### config.mk
export PLATFORM = sky130hd
export DESIGN_NAME = svdd_top
export DESIGN_NICKNAME = d
export VERILOG_FILES = /design/src/common/svdd_pkg.sv /design/src/hdl/svdd_top.sv
export VERILOG_INCLUDE_DIRS = /design/src /design/src/common
export SDC_FILE = /design/constraint.sdc
export NUM_CORES = 1
export LEC_CHECK = 0
export ABC_AREA = 1
export BUFFER_PORTS_ARGS = -buffer_cell sky130_fd_sc_hd__buf_2
export CAP_MARGIN = 20
export CORE_ASPECT_RATIO = 0.7
export CORE_UTILIZATION = 49
export DETAILED_ROUTE_END_ITERATION = 10
export GPL_ROUTABILITY_DRIVEN = 0
export GPL_TIMING_DRIVEN = 0
export PLACE_DENSITY = 0.82
export SKIP_LAST_GASP = 1
export SLEW_MARGIN = 30
export SYNTH_ARGS = -nofsm -noshare
export SYNTH_HDL_FRONTEND = slang
export SYNTH_SLANG_ARGS = --single-unit
### constraint.sdc
create_clock -name MCLK_I -period 2.06 [get_ports MCLK_I]
set_clock_uncertainty 0.1 [all_clocks]
set_input_delay 0.412 -clock MCLK_I [delete_from_list [all_inputs] [get_ports MCLK_I]]
set_output_delay 0.412 -clock MCLK_I [all_outputs]
set_load 0.03 [all_outputs]
### src/common/svdd_defs.svh
`ifndef SVDD_DEFS_SVH
`define SVDD_DEFS_SVH

// register offsets on the plain register port
`define SVDD_ADDR_CTRL      4'h0
`define SVDD_ADDR_FLAG      4'h1
`define SVDD_ADDR_IRQ_EN    4'h2
`define SVDD_ADDR_IRQ_CTRL  4'h3

// voltage_detect_control fields
`define SVDD_DIR_BIT        7
`define SVDD_UNIMP_BIT      6
`define SVDD_STABLE_BIT     5
`define SVDD_ENABLE_BIT     4
`define SVDD_LEVEL_MSB      3
`define SVDD_LEVEL_LSB      0
`define SVDD_LEVEL_EXT      4'hF
`define SVDD_DIR_RESET      1'h0
`define SVDD_ENABLE_RESET   1'h0
`define SVDD_LEVEL_RESET    4'h5

// event flag and its per-event interrupt enable share one bit position
`define SVDD_EVENT_BIT      2
// global enable in the irq control register
`define SVDD_GLOBAL_BIT     7

`define SVDD_BYTE_ZERO      8'h00
`define SVDD_TAPS           15

// settling interval in ns, clock period in ps
`define SVDD_SETTLE_NS      20000
`define SVDD_CLK_PS         4000

`endif

### src/common/svdd_pkg.sv
`default_nettype none
package svdd_pkg;

  typedef logic [7:0] svdd_byte_type;
  typedef logic [3:0] svdd_addr_type;
  typedef logic [3:0] svdd_level_type;

  typedef enum logic [1:0] {
    SVDD_OFF     = 2'b00,
    SVDD_SETTLE  = 2'b01,
    SVDD_ARMED   = 2'b10
  } svdd_state_type;

endpackage
`default_nettype wire

### src/hdl/svdd_top.sv
// Implementation choices: the strobed register port and the address map.
`timescale 1ns/10ps
`default_nettype none
`include "svdd_defs.svh"

module svdd_top #(
  parameter int SETTLE_CYCLES =
    (`SVDD_SETTLE_NS * 1000 + `SVDD_CLK_PS - 1) / `SVDD_CLK_PS
) (
  input  wire logic                  MCLK_I,
  input  wire logic                  ARST_N_I,
  input  wire svdd_pkg::svdd_addr_type ADDR_I,
  input  wire svdd_pkg::svdd_byte_type WDATA_I,
  input  wire logic                  WR_I,
  input  wire logic                  RD_I,
  output logic [7:0]                 RDATA_O,
  input  wire logic [`SVDD_TAPS-1:0] TAP_AT_OR_ABOVE_I,
  input  wire logic [`SVDD_TAPS-1:0] TAP_AT_OR_BELOW_I,
  input  wire logic                  EXT_AT_OR_ABOVE_I,
  input  wire logic                  EXT_AT_OR_BELOW_I,
  input  wire logic                  SLEEP_I,
  output logic                       DETECTOR_POWER_O,
  output logic [3:0]                 TAP_SELECT_O,
  output logic                       EXT_TRIP_SELECT_O,
  output logic                       REF_STABLE_O,
  output logic                       WAKE_O,
  output logic                       IRQ_O
);
  import svdd_pkg::*;

  localparam int CNT_W = (SETTLE_CYCLES < 2) ? 1 : $clog2(SETTLE_CYCLES + 1);
  localparam logic [CNT_W-1:0] SETTLE_LAST = CNT_W'(SETTLE_CYCLES - 1);
  localparam logic [CNT_W-1:0] CNT_ZERO    = '0;
  localparam logic [CNT_W-1:0] CNT_ONE     = CNT_W'(1);

  // picks one ladder tap by level code; codes past the last tap give 0
  function automatic logic tap_pick(
    input logic [`SVDD_TAPS-1:0] taps,
    input svdd_level_type        level
  );
    logic hit;
    hit = 1'b0;
    if (level < 4'(`SVDD_TAPS)) begin
      hit = taps[level];
    end
    return hit;
  endfunction

  // one register select; every decode goes through here so they agree
  function automatic logic addr_hit(
    input svdd_addr_type addr,
    input svdd_addr_type code
  );
    logic hit;
    hit = (addr == code);
    return hit;
  endfunction

  // a one-bit field: loads on its own write strobe, else holds
  function automatic logic load_bit(
    input logic strobe,
    input logic value,
    input logic current
  );
    logic bit_next;
    bit_next = current;
    if (strobe) begin
      bit_next = value;
    end
    return bit_next;
  endfunction

  // sticky flag; the set term comes last so it wins a same-cycle clear
  function automatic logic sticky_next(
    input logic set,
    input logic clear,
    input logic current
  );
    logic flag;
    flag = current & ~clear;
    if (set) begin
      flag = 1'b1;
    end
    return flag;
  endfunction

  // a byte holding one bit at pos and zeros elsewhere
  function automatic svdd_byte_type bit_image(
    input int   pos,
    input logic value
  );
    svdd_byte_type image;
    image      = `SVDD_BYTE_ZERO;
    image[pos] = value;
    return image;
  endfunction

  // read-back select; an unmapped address reads as zero
  function automatic svdd_byte_type read_pick(
    input logic          hit_ctrl,
    input logic          hit_flag,
    input logic          hit_irq_en,
    input logic          hit_irq_ctrl,
    input svdd_byte_type img_ctrl,
    input svdd_byte_type img_flag,
    input svdd_byte_type img_irq_en,
    input svdd_byte_type img_irq_ctrl
  );
    svdd_byte_type data;
    data = `SVDD_BYTE_ZERO;
    if (hit_ctrl) begin
      data = img_ctrl;
    end else if (hit_flag) begin
      data = img_flag;
    end else if (hit_irq_en) begin
      data = img_irq_en;
    end else if (hit_irq_ctrl) begin
      data = img_irq_ctrl;
    end
    return data;
  endfunction

  // control register fields
  logic           dir_reg;
  logic           dir_next;
  logic           enable_reg;
  logic           enable_next;
  svdd_level_type level_reg;
  svdd_level_type level_next;

  // settling timer and stable flag
  svdd_state_type   state_reg;
  svdd_state_type   state_next;
  logic [CNT_W-1:0] count_reg;
  logic [CNT_W-1:0] count_next;

  // interrupt side
  logic event_flag_reg;
  logic event_flag_next;
  logic event_irq_en_reg;
  logic event_irq_en_next;
  logic global_en_reg;
  logic global_en_next;

  // read port and wake
  svdd_byte_type rdata_reg;
  svdd_byte_type rdata_next;
  logic          wake_reg;
  logic          wake_next;

  // decode
  wire sel_ctrl     = addr_hit(ADDR_I, `SVDD_ADDR_CTRL);
  wire sel_flag     = addr_hit(ADDR_I, `SVDD_ADDR_FLAG);
  wire sel_irq_en   = addr_hit(ADDR_I, `SVDD_ADDR_IRQ_EN);
  wire sel_irq_ctrl = addr_hit(ADDR_I, `SVDD_ADDR_IRQ_CTRL);

  wire wr_ctrl     = WR_I & sel_ctrl;
  wire wr_flag     = WR_I & sel_flag;
  wire wr_irq_en   = WR_I & sel_irq_en;
  wire wr_irq_ctrl = WR_I & sel_irq_ctrl;

  wire stable = (state_reg == SVDD_ARMED);

  // control register image; bit 6 is hard zero
  svdd_byte_type ctrl_image;
  always_comb begin
    ctrl_image = `SVDD_BYTE_ZERO;
    ctrl_image[`SVDD_DIR_BIT]    = dir_reg;
    ctrl_image[`SVDD_UNIMP_BIT]  = 1'b0;
    ctrl_image[`SVDD_STABLE_BIT] = stable;
    ctrl_image[`SVDD_ENABLE_BIT] = enable_reg;
    ctrl_image[`SVDD_LEVEL_MSB:`SVDD_LEVEL_LSB] = level_reg;
  end

  wire svdd_byte_type flag_image =
    bit_image(`SVDD_EVENT_BIT, event_flag_reg);
  wire svdd_byte_type irq_en_image =
    bit_image(`SVDD_EVENT_BIT, event_irq_en_reg);
  wire svdd_byte_type irq_ctrl_image =
    bit_image(`SVDD_GLOBAL_BIT, global_en_reg);

  wire svdd_byte_type read_mux = read_pick(
    sel_ctrl, sel_flag, sel_irq_en, sel_irq_ctrl,
    ctrl_image, flag_image, irq_en_image, irq_ctrl_image);

  // control writes; bit 6 and bit 5 of the write data are dropped
  wire wr_dir_bit    = WDATA_I[`SVDD_DIR_BIT];
  wire wr_enable_bit = WDATA_I[`SVDD_ENABLE_BIT];
  wire wr_event_bit  = WDATA_I[`SVDD_EVENT_BIT];
  wire wr_global_bit = WDATA_I[`SVDD_GLOBAL_BIT];

  assign dir_next    = load_bit(wr_ctrl, wr_dir_bit, dir_reg);
  assign enable_next = load_bit(wr_ctrl, wr_enable_bit, enable_reg);
  assign level_next  = wr_ctrl ?
    WDATA_I[`SVDD_LEVEL_MSB:`SVDD_LEVEL_LSB] : level_reg;

  // comparator selection; 1111 routes the external input instead
  wire ext_mode = (level_reg == `SVDD_LEVEL_EXT);
  wire hit_above = ext_mode ? EXT_AT_OR_ABOVE_I :
                   tap_pick(TAP_AT_OR_ABOVE_I, level_reg);
  wire hit_below = ext_mode ? EXT_AT_OR_BELOW_I :
                   tap_pick(TAP_AT_OR_BELOW_I, level_reg);
  wire crossing  = dir_reg ? hit_above
                           : hit_below;

  // settling timer: a fixed number of cycles derived from a time, so the
  // interval stays the same length in ns whatever the firmware does
  always_comb begin
    state_next = state_reg;
    count_next = count_reg;
    unique case (state_reg)
      SVDD_OFF: begin
        count_next = CNT_ZERO;
        if (enable_reg) begin
          state_next = SVDD_SETTLE;
        end
      end
      SVDD_SETTLE: begin
        count_next = count_reg + CNT_ONE;
        if (count_reg == SETTLE_LAST) begin
          state_next = SVDD_ARMED;
        end
      end
      SVDD_ARMED: begin
        count_next = CNT_ZERO;
      end
      default: begin
        state_next = SVDD_OFF;
        count_next = CNT_ZERO;
      end
    endcase
    // disabling drops the stable flag at once and restarts later
    if (!enable_reg) begin
      state_next = SVDD_OFF;
      count_next = CNT_ZERO;
    end
  end

  // an event needs enable, a settled reference and a live crossing
  wire event_hit = enable_reg & stable & crossing;

  // set wins over a write-one clear in the same cycle
  wire flag_clear = wr_flag & wr_event_bit;
  assign event_flag_next =
    sticky_next(event_hit, flag_clear, event_flag_reg);

  assign event_irq_en_next =
    load_bit(wr_irq_en, wr_event_bit, event_irq_en_reg);
  assign global_en_next =
    load_bit(wr_irq_ctrl, wr_global_bit, global_en_reg);

  // read data stand only in the cycle after the strobe
  assign rdata_next = RD_I ? read_mux : `SVDD_BYTE_ZERO;

  // wake pulse when a new event lands during sleep
  assign wake_next = SLEEP_I & event_hit & ~event_flag_reg;

  // control register; reset leaves the detector powered down
  always_ff @(posedge MCLK_I or negedge ARST_N_I) begin
    if (!ARST_N_I) begin
      dir_reg <= `SVDD_DIR_RESET;
    end else begin
      dir_reg <= dir_next;
    end
  end

  always_ff @(posedge MCLK_I or negedge ARST_N_I) begin
    if (!ARST_N_I) begin
      enable_reg <= `SVDD_ENABLE_RESET;
    end else begin
      enable_reg <= enable_next;
    end
  end

  always_ff @(posedge MCLK_I or negedge ARST_N_I) begin
    if (!ARST_N_I) begin
      level_reg <= `SVDD_LEVEL_RESET;
    end else begin
      level_reg <= level_next;
    end
  end

  // settling timer
  always_ff @(posedge MCLK_I or negedge ARST_N_I) begin
    if (!ARST_N_I) begin
      state_reg <= SVDD_OFF;
    end else begin
      state_reg <= state_next;
    end
  end

  always_ff @(posedge MCLK_I or negedge ARST_N_I) begin
    if (!ARST_N_I) begin
      count_reg <= CNT_ZERO;
    end else begin
      count_reg <= count_next;
    end
  end

  // interrupt side
  always_ff @(posedge MCLK_I or negedge ARST_N_I) begin
    if (!ARST_N_I) begin
      event_flag_reg <= 1'b0;
    end else begin
      event_flag_reg <= event_flag_next;
    end
  end

  always_ff @(posedge MCLK_I or negedge ARST_N_I) begin
    if (!ARST_N_I) begin
      event_irq_en_reg <= 1'b0;
    end else begin
      event_irq_en_reg <= event_irq_en_next;
    end
  end

  always_ff @(posedge MCLK_I or negedge ARST_N_I) begin
    if (!ARST_N_I) begin
      global_en_reg <= 1'b0;
    end else begin
      global_en_reg <= global_en_next;
    end
  end

  // read port and wake
  always_ff @(posedge MCLK_I or negedge ARST_N_I) begin
    if (!ARST_N_I) begin
      rdata_reg <= `SVDD_BYTE_ZERO;
    end else begin
      rdata_reg <= rdata_next;
    end
  end

  always_ff @(posedge MCLK_I or negedge ARST_N_I) begin
    if (!ARST_N_I) begin
      wake_reg <= 1'b0;
    end else begin
      wake_reg <= wake_next;
    end
  end

  // analog side follows the control register directly
  assign DETECTOR_POWER_O  = enable_reg;
  assign TAP_SELECT_O      = level_reg;
  assign EXT_TRIP_SELECT_O = ext_mode & enable_reg;
  assign REF_STABLE_O      = stable;
  assign RDATA_O           = rdata_reg;
  assign WAKE_O            = wake_reg;

  // level interrupt; the flag still sets with the enables off
  assign IRQ_O = event_flag_reg & event_irq_en_reg & global_en_reg;

endmodule
`default_nettype wire

==> impl_results.md <==
* Startpoint Class: register
* Clk buf depth at 2
* RSZ-0062 raised after global routing: false
* Critical-path maximum fanout at 6
* CTS clock-pin slew for the worst setup and hold paths at 0.07 ns
* Initial DRC count at 81
* Leakage at 1.32 nW
* Total Wirelength at 4140 um
* TritonCTS Buffers at 5
* Pwr per Cell Area at 780 mW/mm^2
* Yosys Warn Count at 0
* Dpl hpwl at 3260 um
* Unique masters post-synth at 27
* CP Capture Point: EXT_TRIP_SELECT_O
* DIE HEIGHT at 52.6 um
* Area grow syn2layout at 26.6%
* Reg2reg path depth at 13
* CTS tree: yes
* Setup WS pre-CTS at 0.333 ns
* Final Max Tran Viols at 0
* Post-placement cell count at 366
* Hold Vio Cnt, Final at 0
* Via Count at 1794
* Setup TNS at 0 ns
* Cells after Synth at 257
* Post-synth top area share at 41.8%
* Seq/Total Area, Yosys at 44.8%
* Final worst slack at 0.0586 ns
* Finish-stage setup viols at 0
* Drc violations at 0
* I/O Pins at 66
* Worst min-delay path category: in -> async
* First-pass GRT wire length at 6790 um
* Core footprint at 0.00332 sq mm
* CTS Root Cell: clkbuf_8
* Max reg flops at 13
* CP endpoint kind: primary output
* Synth Cell Area at 0.00179 sq mm
* Fin cells at 376
* Mean area per synthesized cell at 6.98 sq um
* Tcrit/Tclk final at 97.2%
* Post-route ant nets at 0
* WHS at 0.0607 ns
* R2R Setup Slk at 0.22 ns
* Fillers at 297
* Initial Util at 54.1%
* Share of post-route cells with drive strength above 1 at 26.1%
* # nets final at 378
* H-tree depth at 2
* Area of the die at 0.00391 sq mm
* Worst setup path start: TAP_SELECT_O[0]
* Gr usage total at 23.6%
* Most frequent cells in the layout: 69 x nand2_1, 63 x buf_2, 47 x inv_1
* Area post-placement at 0.00216 sq mm
* Largest net degree at the start of global routing at 33
* Pre-antenna DRT Iters at 4
* Final instance area at 0.00227 sq mm
* Max_cap viols at 0
* Post-synthesis register bit count at 32
* Storage element area at 803 sq um
* CTS sink cnt at 32
* Grt total ovfl at 0
* Min Tclk post-route at 2.00 ns
* Die Wd at 74.3 um
* Commonest non-fill, non-tap cell in the layout: nand2_1
* CP Class: reg -> out
* Synthesized Nets at 307
* Average wire per standard cell at 11.0 um
* Initial antenna violation count at 0
* Vias per inst at 4.77
* # diodes at 0
* VDD IR max at 0.000564 V
* Capturing point of the worst reg2reg path: event_flag_reg
* CP Data Arrival Time at 1.49 ns
* Placement row count at 17
* PnR Total Power at 1.77 mW
* Dominant cells by area after synthesis: dfrtp_1 42%, nand2_1 14%, inv_1 9.8%
* Clock latency on the worst-skew pair at 0.29 ns
* Number of I/O port buffers at 62
* Final Util at 68.4%
* Multi-input gate area at 762 sq um
* Peak Freq at 500 MHz
* Area leader, netlist: dfrtp_1
* Run status: complete, no violations
* CTS Hold Bufs at 0
* Slew @ Worst Pin at 0.678 ns
* Slew headroom at 54.8%
* Required @ worst endpoint at 1.55 ns
* Vias in the first global route at 1504
* Crit Reg-Reg Startpoint: TAP_SELECT_O[0]
-- layout make-up --
type	count	area share, %
plain buffers	4	1.54
flip-flops and latches	32	35.4
inverters	51	8.54
clock buffers	6	3.64
clock inverters	2	0.441
multi-input cells	170	33.6
repair buffers	64	14.3
well taps	47	2.59
-- Yosys cell counts (all sizes together) --
cell type,number
a21oi,13
nand3,17
ha,1
dfrtp,30
a31o,1
a221oi,1
inv,50
nor4,1
dfstp,2
nand4,7
and3,1
o21ai,15
nor2,33
nor3,6
nor3b,1
conb,1
buf,4
a31oi,2
clkinv,1
nand2,70
-- per-layer routing --
layer / wire length [um] / track usage, % / part of all wire, %
met5: 0 / 0 / 0
met4: 33 / 7.23 / 0.80
met3: 316 / 5.96 / 7.6
met1: 2100 / 35.6 / 51
met2: 1680 / 32.6 / 41
-- cell families (layout without fill, tap and decap cells) --
kind of cell,Yosys count,in the layout,share of synthesized area [%]
other cells,1,1,0.209
flops,32,32,44.8
buf+inv,55,127,12.8
compound gates,32,32,9.48
fa+ha+maj,1,1,0.697
simple gates,136,136,32.1
-- worst max-delay path, stage by stage (launching register included) --
cell     delay, ns
dfstp_2       0.59
nand2_1       0.10
nor2_1        0.15
inv_2         0.08
nor2_1        0.08
buf_2         0.20
-- worst min path at each step --
stage | start | to | cells after the start
after floorplan | ARST_N_I | DETECTOR_POWER_O | 0
after global placement | count_reg[0] | count_reg[0] | 1
after detailed placement | count_reg[0] | count_reg[0] | 1
after CTS | ARST_N_I | count_reg[9] | 1
after global routing | ARST_N_I | event_flag_reg | 1
final | ARST_N_I | count_reg[5] | 1
-- report_power, final --
part | total, mW | internal, mW | switching (mW) | leakage, nW
Combinational | 0.515 | 0.189 | 0.326 | 0.846
Clock | 0.495 | 0.266 | 0.229 | 0.0510
Sequential | 0.761 | 0.696 | 0.0649 | 0.419
-- repair_timing --
action / CTS / global route
gates resized for setup: 0 / 0
buffers inserted: 0 / 2
endpoints found under the setup margin: 0 / 1
(Power assumes the default switching activity.)
